===== src/tdc_cfg.svh =====
// tdc_cfg.svh: addresses, bit positions and reset values of the dual timer/counter
// assumes it is included by the package and the timer modules only
`ifndef TDC_CFG_SVH
`define TDC_CFG_SVH

`define TDC_ADDR_CTRL 8'h88
`define TDC_ADDR_MODE 8'h89
`define TDC_ADDR_ZERO_LOW 8'h8A
`define TDC_ADDR_FIRST_LOW 8'h8B
`define TDC_ADDR_ZERO_HIGH 8'h8C
`define TDC_ADDR_FIRST_HIGH 8'h8D

`define TDC_CTRL_FIRST_OVF 7
`define TDC_CTRL_FIRST_RUN 6
`define TDC_CTRL_ZERO_OVF 5
`define TDC_CTRL_ZERO_RUN 4

`define TDC_MODE_FIRST_GATE 7
`define TDC_MODE_FIRST_SRC 6
`define TDC_MODE_FIRST_SEL_HI 5
`define TDC_MODE_FIRST_SEL_LO 4
`define TDC_MODE_ZERO_GATE 3
`define TDC_MODE_ZERO_SRC 2
`define TDC_MODE_ZERO_SEL_HI 1
`define TDC_MODE_ZERO_SEL_LO 0

`define TDC_RESET_BYTE 8'h00
`define TDC_PRESCALE_MAX 5'h1F
`define TDC_BYTE_MAX 8'hFF

`endif


===== src/tdc_pkg.sv =====
// tdc_pkg: types shared by the dual timer/counter modules
// assumes tdc_cfg.svh sits in the include path
package tdc_pkg;
  `include "tdc_cfg.svh"

  typedef enum logic [1:0] {
    TDC_MODE_PRESCALED = 2'b00,
    TDC_MODE_SIXTEEN = 2'b01,
    TDC_MODE_RELOAD = 2'b10,
    TDC_MODE_SPLIT = 2'b11
  } tdc_mode_t;

  typedef struct packed {
    logic wr;
    logic rd;
    logic [7:0] addr;
    logic [7:0] wdata;
  } tdc_sfr_req_t;

  typedef struct packed {
    logic ovf;
    logic [7:0] th;
    logic [7:0] tl;
  } tdc_cnt_t;
endpackage


===== src/tdc_pin_sync.sv =====
// tdc_pin_sync: two-flop synchroniser plus falling-edge detector for one pin
// assumes the pin is asynchronous to clk and held at least one cycle per level
`timescale 1ns/100ps
module tdc_pin_sync (
  input wire logic clk,
  input wire logic rst_n,
  input wire logic pin,
  output logic level,
  output logic fall
);
  import tdc_pkg::*;

  logic meta_reg;
  logic sync_reg;
  logic prev_reg;

  always_ff @(posedge clk or negedge rst_n) begin
    if (!rst_n) begin
      meta_reg <= 1'b0;
      sync_reg <= 1'b0;
      prev_reg <= 1'b0;
    end else begin
      meta_reg <= pin;
      sync_reg <= meta_reg;
      prev_reg <= sync_reg;
    end
  end

  assign level = sync_reg;
  // high sample followed by low sample, one clock period apart
  assign fall = prev_reg & ~sync_reg;
endmodule


===== src/tdc_timer_pair.sv =====
// tdc_timer_pair: two 16-bit timer/counters behind the core's special function registers
// assumes sfr_req comes from core logic on clk; pins are asynchronous and synchronised here
`timescale 1ns/100ps
`include "tdc_cfg.svh"
module tdc_timer_pair (
  input wire logic clk,
  input wire logic rst_n,
  input wire tdc_pkg::tdc_sfr_req_t sfr_req,
  input wire logic vector_ack_zero,
  input wire logic vector_ack_first,
  input wire logic count_pin_zero,
  input wire logic count_pin_first,
  input wire logic gate_pin_zero,
  input wire logic gate_pin_first,
  output logic [7:0] sfr_rdata,
  output logic zero_overflow_flag,
  output logic first_overflow_flag
);
  import tdc_pkg::*;

  function automatic tdc_cnt_t tdc_step(input tdc_mode_t mode, input logic [7:0] th, input logic [7:0] tl,
                                        input logic tick);
    logic [5:0] ps;
    logic [16:0] wide;
    tdc_step = '0;
    ps = {1'b0, tl[4:0]} + {5'h00, tick};
    wide = {1'b0, th, tl} + {16'h0000, tick};
    case (mode)
      TDC_MODE_PRESCALED: begin
        // upper three low-byte bits are left untouched
        tdc_step.tl = {tl[7:5], ps[4:0]};
        tdc_step.th = th + {7'h00, ps[5]};
        tdc_step.ovf = ps[5] & (th == `TDC_BYTE_MAX);
      end
      TDC_MODE_SIXTEEN: begin
        tdc_step = wide;
      end
      TDC_MODE_RELOAD: begin
        tdc_step.ovf = tick & (tl == `TDC_BYTE_MAX);
        tdc_step.th = th;
        tdc_step.tl = tdc_step.ovf ? th : tl + {7'h00, tick};
      end
      default: begin
        tdc_step.ovf = tick & (tl == `TDC_BYTE_MAX);
        tdc_step.th = th;
        tdc_step.tl = tl + {7'h00, tick};
      end
    endcase
  endfunction

  function automatic logic tdc_hit(input tdc_sfr_req_t req, input logic [7:0] addr);
    tdc_hit = req.wr & (req.addr == addr);
  endfunction

  logic [7:0] mode_reg;
  logic zero_run_bit_reg;
  logic first_run_bit_reg;
  logic zero_ovf_reg;
  logic first_ovf_reg;
  logic [7:0] zero_high_reg;
  logic [7:0] zero_low_reg;
  logic [7:0] first_high_reg;
  logic [7:0] first_low_reg;
  logic [7:0] rdata_reg;

  logic [3:0] pin_raw;
  logic [3:0] pin_level;
  logic [3:0] pin_fall;
  assign pin_raw = {count_pin_first, count_pin_zero, gate_pin_first, gate_pin_zero};

  genvar gi;
  generate
    for (gi = 0; gi < 4; gi = gi + 1) begin : g_sync
      tdc_pin_sync u_sync (
        .clk(clk),
        .rst_n(rst_n),
        .pin(pin_raw[gi]),
        .level(pin_level[gi]),
        .fall(pin_fall[gi])
      );
    end
  endgenerate

  wire tdc_mode_t zero_mode = tdc_mode_t'(mode_reg[`TDC_MODE_ZERO_SEL_HI:`TDC_MODE_ZERO_SEL_LO]);
  wire tdc_mode_t first_mode = tdc_mode_t'(mode_reg[`TDC_MODE_FIRST_SEL_HI:`TDC_MODE_FIRST_SEL_LO]);
  wire zero_split = (zero_mode == TDC_MODE_SPLIT);

  // gate pin only matters while the gate bit is set
  wire zero_run = zero_run_bit_reg & (~mode_reg[`TDC_MODE_ZERO_GATE] | pin_level[0]);
  wire first_run = first_run_bit_reg & (~mode_reg[`TDC_MODE_FIRST_GATE] | pin_level[1]);
  // clock count or pin edge per source bit
  wire zero_src = mode_reg[`TDC_MODE_ZERO_SRC] ? pin_fall[2] : 1'b1;
  wire first_src = mode_reg[`TDC_MODE_FIRST_SRC] ? pin_fall[3] : 1'b1;
  wire zero_tick = zero_run & zero_src;
  wire first_tick = first_run & first_src & (first_mode != TDC_MODE_SPLIT);

  wire tdc_cnt_t zero_st = tdc_step(zero_mode, zero_high_reg, zero_low_reg, zero_tick);
  wire tdc_cnt_t first_st = tdc_step(first_mode, first_high_reg, first_low_reg, first_tick);

  // split high byte counts clocks only, under the first run bit, no gating
  wire [7:0] zero_high_split = zero_high_reg + {7'h00, first_run_bit_reg};
  wire split_ovf = zero_split & first_run_bit_reg & (zero_high_reg == `TDC_BYTE_MAX);

  wire wr_ctrl = tdc_hit(sfr_req, `TDC_ADDR_CTRL);
  wire wr_mode = tdc_hit(sfr_req, `TDC_ADDR_MODE);
  wire wr_zl = tdc_hit(sfr_req, `TDC_ADDR_ZERO_LOW);
  wire wr_fl = tdc_hit(sfr_req, `TDC_ADDR_FIRST_LOW);
  wire wr_zh = tdc_hit(sfr_req, `TDC_ADDR_ZERO_HIGH);
  wire wr_fh = tdc_hit(sfr_req, `TDC_ADDR_FIRST_HIGH);

  // in split mode the high byte of timer zero owns the first flag
  wire zero_set = zero_st.ovf;
  wire first_set = zero_split ? split_ovf : first_st.ovf;

  // hardware set beats both the vector acknowledge and a software write
  wire zero_ovf_next = zero_set | (wr_ctrl ? sfr_req.wdata[`TDC_CTRL_ZERO_OVF] : (zero_ovf_reg & ~vector_ack_zero));
  wire first_ovf_next = first_set |
                        (wr_ctrl ? sfr_req.wdata[`TDC_CTRL_FIRST_OVF] : (first_ovf_reg & ~vector_ack_first));

  // software write to a count byte wins over the count in that cycle
  wire [7:0] zero_low_next = wr_zl ? sfr_req.wdata : zero_st.tl;
  wire [7:0] zero_high_next = wr_zh ? sfr_req.wdata : (zero_split ? zero_high_split : zero_st.th);
  wire [7:0] first_low_next = wr_fl ? sfr_req.wdata : first_st.tl;
  wire [7:0] first_high_next = wr_fh ? sfr_req.wdata : first_st.th;

  // external interrupt bits of the control byte live elsewhere and read zero
  wire [7:0] ctrl_view = {first_ovf_reg, first_run_bit_reg, zero_ovf_reg, zero_run_bit_reg, 4'h0};
  wire [7:0] rdata_next = (sfr_req.addr == `TDC_ADDR_CTRL) ? ctrl_view :
                          (sfr_req.addr == `TDC_ADDR_MODE) ? mode_reg :
                          (sfr_req.addr == `TDC_ADDR_ZERO_LOW) ? zero_low_reg :
                          (sfr_req.addr == `TDC_ADDR_FIRST_LOW) ? first_low_reg :
                          (sfr_req.addr == `TDC_ADDR_ZERO_HIGH) ? zero_high_reg :
                          (sfr_req.addr == `TDC_ADDR_FIRST_HIGH) ? first_high_reg : `TDC_RESET_BYTE;

  always_ff @(posedge clk or negedge rst_n) begin
    if (!rst_n) begin
      mode_reg <= `TDC_RESET_BYTE;
      zero_run_bit_reg <= 1'b0;
      first_run_bit_reg <= 1'b0;
      zero_ovf_reg <= 1'b0;
      first_ovf_reg <= 1'b0;
    end else begin
      if (wr_mode) begin
        mode_reg <= sfr_req.wdata;
      end
      if (wr_ctrl) begin
        zero_run_bit_reg <= sfr_req.wdata[`TDC_CTRL_ZERO_RUN];
        first_run_bit_reg <= sfr_req.wdata[`TDC_CTRL_FIRST_RUN];
      end
      zero_ovf_reg <= zero_ovf_next;
      first_ovf_reg <= first_ovf_next;
    end
  end

  always_ff @(posedge clk or negedge rst_n) begin
    if (!rst_n) begin
      zero_low_reg <= `TDC_RESET_BYTE;
      zero_high_reg <= `TDC_RESET_BYTE;
      first_low_reg <= `TDC_RESET_BYTE;
      first_high_reg <= `TDC_RESET_BYTE;
    end else begin
      zero_low_reg <= zero_low_next;
      zero_high_reg <= zero_high_next;
      first_low_reg <= first_low_next;
      first_high_reg <= first_high_next;
    end
  end

  // read data is held until the next read strobe
  always_ff @(posedge clk or negedge rst_n) begin
    if (!rst_n) begin
      rdata_reg <= `TDC_RESET_BYTE;
    end else if (sfr_req.rd) begin
      rdata_reg <= rdata_next;
    end
  end

  assign sfr_rdata = rdata_reg;
  assign zero_overflow_flag = zero_ovf_reg;
  assign first_overflow_flag = first_ovf_reg;

  wire no_zero_wr = ~wr_zl & ~wr_zh & ~wr_ctrl & ~wr_mode;
  wire no_first_wr = ~wr_fl & ~wr_fh & ~wr_ctrl & ~wr_mode;
endmodule


===== config.mk =====
export PLATFORM = sky130hd
export DESIGN_NAME = tdc_timer_pair
export DESIGN_NICKNAME = d
export VERILOG_FILES = /design/src/tdc_pkg.sv /design/src/tdc_pin_sync.sv /design/src/tdc_timer_pair.sv
export VERILOG_INCLUDE_DIRS = /design/src
export SDC_FILE = /design/constraint.sdc
export NUM_CORES = 1
export LEC_CHECK = 0
export BUFFER_PORTS_ARGS = -buffer_cell sky130_fd_sc_hd__buf_2
export CORE_ASPECT_RATIO = 0.9
export CORE_MARGIN = 3
export CORE_UTILIZATION = 55
export DETAILED_ROUTE_END_ITERATION = 16
export PLACE_DENSITY = 0.8
export SYNTH_ARGS = -nofsm -noshare
export SYNTH_HDL_FRONTEND = slang
export SYNTH_SLANG_ARGS = --single-unit

===== constraint.sdc =====
create_clock -name clk -period 3.5 [get_ports clk]
set_input_delay 0.7 -clock clk [delete_from_list [all_inputs] [get_ports clk]]
set_output_delay 0.7 -clock clk [all_outputs]
set_load 0.05 [all_outputs]

# [Yosys cells after proc, flatten, opt, wreduce, memory -nomap -nowiden]
# Cells that the tools add are included.
[op_classes] n_addsub=9 reduce_logical=6 bitwise_logic=31 eq_ne=20 muxes=20
[ops] operator="$mux 8" n=13
[ops] operator="$pmux 17 s3" n=2
[ops] operator="$eq 8x8->1 const B" n=10
[ops] operator="$add 8x1->8" n=5
[ops] operator="$add 16x1->17" n=2
[ops] operator="$and 1x1->1" n=21
[ops] operator="$add 5x1->6" n=2
[ops] operator="$ne 2x2->1 const B" n=4
[ops] operator="$eq 2x2->1 const B" n=3
[ops] operator="$not 1->1" n=6
[ops] operator="$mux 1" n=5
[ops] operator="$eq 2x1->1 const B" n=2
[ops] operator="$logic_not 2->1" n=2
[ops] operator="$or 1x1->1" n=4
[ops] operator="$reduce_and 2->1" n=2
[ops] operator="$reduce_bool 4->1" n=1
[ops] operator="$ne 3x3->1 const B" n=1
[ops] operator="$reduce_bool 3->1" n=1
[word_totals] input_bits=26 ff_bits=62 output_inout_bits=10 word_cells=108

# [Longest topological paths before layout]
[depth] ltp_word=10 depth_mapped=13 depth_no_buf=13

# [Cells and area by module]
# From an unflattened synthesis, not the netlist that was laid out.
[hier_totals] cells_unflattened=507 hier_area_um2=4443.0
[by_module_without_submodules] mod="tdc_timer_pair" cells_per_inst=491 n_inst=1 seq_area_each_um2=1301.2 area_per_inst_um2=4087.7
[by_module_without_submodules] mod="tdc_pin_sync" cells_per_inst=4 n_inst=4 seq_area_each_um2=75.1 area_per_inst_um2=88.8

# [Least setup slack after synthesis]
# No wires, ideal clock.
[synth_timing] path_kind="flip-flop to flip-flop" startpoint="reg g_sync[2].u_sync.sync_reg" endpoint="reg zero_high_reg[2]" setup_slack_ps=834 t_arrival_ps=2548 period_less_slack_ps=2666 t_required_ps=3382 setup_time_ps=118 path_stages_with_launch=13 path_buffers=0 cell_sequence="dfrtp_1 > nand2b_1 > a221oi_2 > ha_1 > and3_1 > and3_1 > ha_1 > ha_1 > inv_1 > o31a_1 > a21oi_1 > a211oi_1 > a21o_1"
[synth_via] elab_chain_cells=9 word_cells_on_any_way=10 classes_between="add/sub: 3; mux: 4; bitwise: 3"
[synth_lines] item="from (decl)" line_no="tdc_pin_sync.sv:14" text="logic sync_reg;"
[synth_lines] item="from (signal assigned)" line_no="tdc_pin_sync.sv:24" text="sync_reg <= meta_reg;"
[synth_lines] item="$not 1->1 (*)" line_no="tdc_pin_sync.sv:31" text="assign fall = prev_reg & ~sync_reg;"
[synth_lines] item="$and 1x1->1 (*)" line_no="tdc_pin_sync.sv:31"
[synth_lines] item="$mux 1 (*)" line_no="tdc_timer_pair.sv:92" text="wire zero_src = mode_reg[`TDC_MODE_ZERO_SRC] ? pin_fall[2] : 1'b1;"
[synth_lines] item="$and 1x1->1 (*)" line_no="tdc_timer_pair.sv:94" text="wire zero_tick = zero_run & zero_src;"
[synth_lines] item="$add 5x1->6" line_no="tdc_timer_pair.sv:26" text="ps = {1'b0, tl[4:0]} + {5'h00, tick};"
[synth_lines] item="$add 8x1->8" line_no="tdc_timer_pair.sv:32" text="tdc_step.th = th + {7'h00, ps[5]};"
[synth_lines] item="$pmux 17 s3 (*)" line_no="tdc_timer_pair.sv:28" text="case (mode)"
[synth_lines] item="$mux 8 (*) (2 in a row)" line_no="tdc_timer_pair.sv:122" text="wire [7:0] zero_high_next = wr_zh ? sfr_req.wdata : (zero_split ? zero_high_split : zero_st.th);"
[synth_lines] item="to (signal assigned)" line_no="tdc_timer_pair.sv:158" text="zero_high_reg <= `TDC_RESET_BYTE;"
[synth_lines] item="to (signal assigned)" line_no="tdc_timer_pair.sv:163" text="zero_high_reg <= zero_high_next;"
[synth_lines] item="to (decl)" line_no="tdc_timer_pair.sv:60" text="logic [7:0] zero_high_reg;"
# Mark *: on every way between the ends. The rest lies on a longest branch, timed or not.
# A chain may end at the register's enable or synchronous reset.

# [Final worst setup path]
# Same ends and word-level chain as after synthesis.

==> impl.org <==
** Placement
- Final weighted congestion in routability-driven placement :: 1.01
- Detail Placement HPWL :: 9.13 mm
- Count of port buffers added during placement :: 35
- Including well taps, the total number of placed cells is 615.

** Die
- FP Rows :: 30
- The die covers 9130 um2.
- The floorplan step set the die height to 91.0 um.
- Num ports :: 36
- For this configuration, the core starts out at a cell density of 57.6%.
- The total area inside the core boundary comes to 7660 um2.
- Measured along the x axis, the die boundary spans 100 um.

** Setup path
- Of all nets on the critical path, the largest fanout is 7.
- Endpoint kind of the worst setup timing path :: flop
- Required time of the critical path :: 3.79 ns
- Data arrival time of the critical path :: 3.37 ns
- STA classifies the critical path startpoint as a flop.
- The critical path in this run is classified as flop to flop.

** Synth
- Register area share after synthesis :: 35.2%
- Largest cells by area after synthesis :: sky130_fd_sc_hd__dfrtp_1, sky130_fd_sc_hd__mux2i_1, sky130_fd_sc_hd__a21oi_1
- Seq cells post-synth :: 62
- In the synthesized netlist, the number of instances is 516.
- Async SR Flop Fraction :: 100%
- The synthesized design devotes to its leading area cell type 35.2% of total area.
- Post-Synthesis Cell Area :: 4410 um2
- Number of flops mapped to enable cells by yosys :: 0
- Synthesis instantiated 58 different standard cells from the library.
- Number of nets produced by synthesis :: 552
- Leading area contributor after synthesis :: sky130_fd_sc_hd__dfrtp_1
- For this run, the leading register cell type out of synthesis is sky130_fd_sc_hd__dfrtp_1.
- Yosys printed 0 warnings.
- Averaged over all synthesized cells, the footprint is 8.55 um2.

** Clocking
- Root buffer cell :: sky130_fd_sc_hd__clkbuf_8
- Clock latency on the worst-skew pair :: 0.35 ns
- The clock drives 62 sinks.
- Number of H-tree levels :: 3
- Count of cells resized by post-cts repair :: 0
- Hold-fix buffers, CTS :: 0
- After clock tree synthesis, the clock-pin slew on the worst setup and hold paths is 0.08 ns.
- Clock tree synthesis inserted a total of 9 buffers.
- The longest clock path from root to sink contains 2 buffers.
- TritonCTS built the clock tree.
- Setup fix buffers added after clock tree synthesis :: 0

** Routing
- Before antenna repair, the detailed router went through 6 iterations.
- After the first detailed-routing iteration, the DRC count stood at 569.
- Average detailed-routed wire length per instance :: 20.0 um
- The final layout contains routed wiring with a total length of 12.6 mm.
- Number of nets with antenna violations after detailed routing :: 0
- The routed layout has 4,181 vias.
- Dividing the detail-routed via count by the number of cells gives 6.63.
- In the routed design, unresolved DRC markers number 0.

** Global route
- Number of antenna violations at the first check in global routing :: 0
- Global route overflow :: 0
- Vias in the first global route :: 3,712
- Entering global routing, the biggest net connects 44 pins.
- The first global-routing pass estimated 19.7 mm of wire.
- Global routing used 27.7% of the available tracks across all layers.

** Timing
- In the finished design, the share of the clock period the worst path needs comes to 88.0%.
- Achievable Freq :: 0.325 GHz
- The number of hold violations in the final report came to 0.
- The total count of max-transition violations in the final report is 0.
- In this run the tightest slew margin relative to its limit is 44.4%.
- Setup repair after global routing missed its margin :: false
- After layout, the minimum clock period comes to 3.08 ns.
- Setup violations, final :: 0
- Setup TNS :: 0 ns
- Between clock sinks in the finished design, the worst skew comes to 0.00895 ns.
- At the pin with the least slew margin, the transition time is 0.832 ns.

** Run status
- The flow ran to the end, and the final reports show no timing, DRC or antenna violations.

** Pwr
- In this run, the clock network consumes 26.0% of the power.
- Cell internal power was estimated by the tool at 0.00154 W.
- Reported net switching power :: 0.00101 W
- Power density relative to cell area :: 530 nW/um2
- Worst-case vdd ir drop :: 0.264 mV
- Summed over all cells, the static leakage comes to 2.06 nW.
- Sequential cell fraction of total power :: 46.9%
- Gate power share :: 27.0%
- Net switching is 39.7% of the power.

** Layout
- Layout area overhead :: 8.91%
- 0 antenna diodes ended up in the layout.
- Non-Filler Instances :: 631
- Post-layout nets :: 566
- Share of post-route cells with drive strength above 1 :: 15.5%

** Min path
- The worst hold path belongs to the class input port to async pin.

** Flow run
- MaxCap Viol Count :: 0
## final timing paths
| check | slack, ns | cells past startpoint | endpoint | startpoint |
|---|---|---|---|---|
| max | 0.42 | 12 | zero_high_reg[2] | g_sync[2].u_sync.level |
| min | 0.28 | 1 | sfr_rdata[1] | rst_n |
| max reg2reg | 0.42 | 12 | zero_high_reg[2] | g_sync[2].u_sync.level |
| min reg2reg | 0.35 | 0 | g_sync[0].u_sync.level | g_sync[0].u_sync.meta_reg |
| max in group asynchronous | 2.30 | 2 | mode_reg[1] | rst_n |
| min in group clk | 0.35 | 0 | g_sync[0].u_sync.level | g_sync[0].u_sync.meta_reg |
## per-stage QoR
step / area [um2] / worst slack (ns) / power, W / hold WS (ns) / util [%]
2_1_floorplan: 4410 / 0.834 / 0.00163 / 0.331 / -
3_3_place_gp: 4600 / 0.628 / 0.00183 / 0.332 / 60.1
3_5_place_dp: 4600 / 0.505 / 0.00186 / 0.335 / 60.1
4_1_cts: 4800 / 0.495 / 0.00254 / 0.287 / 62.7
5_1_grt: 4800 / 0.226 / 0.00268 / 0.304 / 62.7
6_report: 4800 / 0.420 / 0.00255 / 0.281 / 62.7
## layout make-up
type	count	area (um2)
Fill cell	672	2850
Multi-Input combinational cell	391	2620
Sequential cell	62	1550
Timing Repair Buffer	41	220
Clock buffer	9	124
Tap cell	96	120
Inverter	25	93.8
Clock inverter	7	80.1
## per-layer routing
layer	track usage (%)	part of all wire (%)
met1	39.5	43
met2	40.1	43
met3	7.30	11
met4	10.3	2.5
met5	0	0
## cell usage in the layout, fill, tap and decap left out, types with 9 or more instances in the layout
cell | netlist | final
sky130_fd_sc_hd__a21oi_1 | 34 | 34
sky130_fd_sc_hd__clkbuf_8 | 0 | 9
sky130_fd_sc_hd__buf_2 | 4 | 35
sky130_fd_sc_hd__nand2_1 | 42 | 42
sky130_fd_sc_hd__mux2_2 | 14 | 14
sky130_fd_sc_hd__o22ai_1 | 13 | 13
sky130_fd_sc_hd__o21ai_0 | 32 | 32
sky130_fd_sc_hd__xnor2_1 | 14 | 14
sky130_fd_sc_hd__mux2i_1 | 22 | 22
sky130_fd_sc_hd__dfrtp_1 | 62 | 62
sky130_fd_sc_hd__a211oi_1 | 9 | 9
sky130_fd_sc_hd__ha_1 | 10 | 10
sky130_fd_sc_hd__nand4_1 | 17 | 17
sky130_fd_sc_hd__xor2_1 | 9 | 9
sky130_fd_sc_hd__inv_1 | 24 | 24
sky130_fd_sc_hd__nor2_1 | 30 | 30
sky130_fd_sc_hd__a31oi_1 | 12 | 12
sky130_fd_sc_hd__nand3_1 | 20 | 20
## worst max-delay path, stage by stage (launching register included)
cell and delay (ns):
sky130_fd_sc_hd__dfrtp_1 0.38, sky130_fd_sc_hd__nand2b_1 0.15, sky130_fd_sc_hd__a221oi_2 0.50, sky130_fd_sc_hd__ha_1 0.29, sky130_fd_sc_hd__and3_1 0.19, sky130_fd_sc_hd__and3_1 0.23
sky130_fd_sc_hd__ha_1 0.25, sky130_fd_sc_hd__ha_1 0.21, sky130_fd_sc_hd__inv_1 0.08, sky130_fd_sc_hd__a221oi_1 0.31, sky130_fd_sc_hd__a21oi_1 0.07, sky130_fd_sc_hd__a211oi_1 0.25
sky130_fd_sc_hd__a21o_1 0.11
## logic make-up (layout without fill, tap and decap cells)
kind of cell / count (synthesis) / in the layout / share of synthesized area (%)
muxes: 44 / 44 / 10.7
adders and majority gates: 10 / 10 / 2.84
DFF: 62 / 62 / 35.2
and+or+nand+nor: 171 / 171 / 20.8
AOI/OAI and AO/OA: 143 / 143 / 20.4
buffers and inverters: 63 / 82 / 5.56
xor gates and xnor gates: 23 / 23 / 4.57
## cell usage after synthesis, types with 4 or more instances
cell type	instances
sky130_fd_sc_hd__dfrtp_1	62
sky130_fd_sc_hd__nand2_1	42
sky130_fd_sc_hd__a21oi_1	34
sky130_fd_sc_hd__o21ai_0	32
sky130_fd_sc_hd__nor2_1	30
sky130_fd_sc_hd__clkbuf_1	29
sky130_fd_sc_hd__inv_1	24
sky130_fd_sc_hd__mux2i_1	22
sky130_fd_sc_hd__nand3_1	20
sky130_fd_sc_hd__nand4_1	17
sky130_fd_sc_hd__mux2_2	14
sky130_fd_sc_hd__xnor2_1	14
sky130_fd_sc_hd__o22ai_1	13
sky130_fd_sc_hd__a31oi_1	12
sky130_fd_sc_hd__ha_1	10
sky130_fd_sc_hd__a211oi_1	9
sky130_fd_sc_hd__xor2_1	9
sky130_fd_sc_hd__nor2b_1	8
sky130_fd_sc_hd__nor3_1	8
sky130_fd_sc_hd__nor4_1	8
sky130_fd_sc_hd__mux2_1	7
sky130_fd_sc_hd__or3_1	7
sky130_fd_sc_hd__and3_1	6
sky130_fd_sc_hd__and4_1	6
sky130_fd_sc_hd__a21o_1	5
sky130_fd_sc_hd__a22oi_1	4
sky130_fd_sc_hd__a31o_2	4
sky130_fd_sc_hd__buf_1	4
sky130_fd_sc_hd__buf_2	4
sky130_fd_sc_hd__nand2b_1	4
sky130_fd_sc_hd__o21ai_1	4
sky130_fd_sc_hd__o31ai_1	4
## power by group through the flow
stage / Sequential (W) / Clock (W) / Combinational (W)
global route: 0.00121 / 0.000711 / 0.000765
finish: 0.00120 / 0.000663 / 0.000689
CTS: 0.00118 / 0.000675 / 0.000680
detailed placement: 0.00119 / 0 / 0.000673
global placement: 0.00118 / 0 / 0.000651
floorplan: 0.00101 / 0 / 0.000626
No activity file was read; power rests on OpenSTA's default activity.
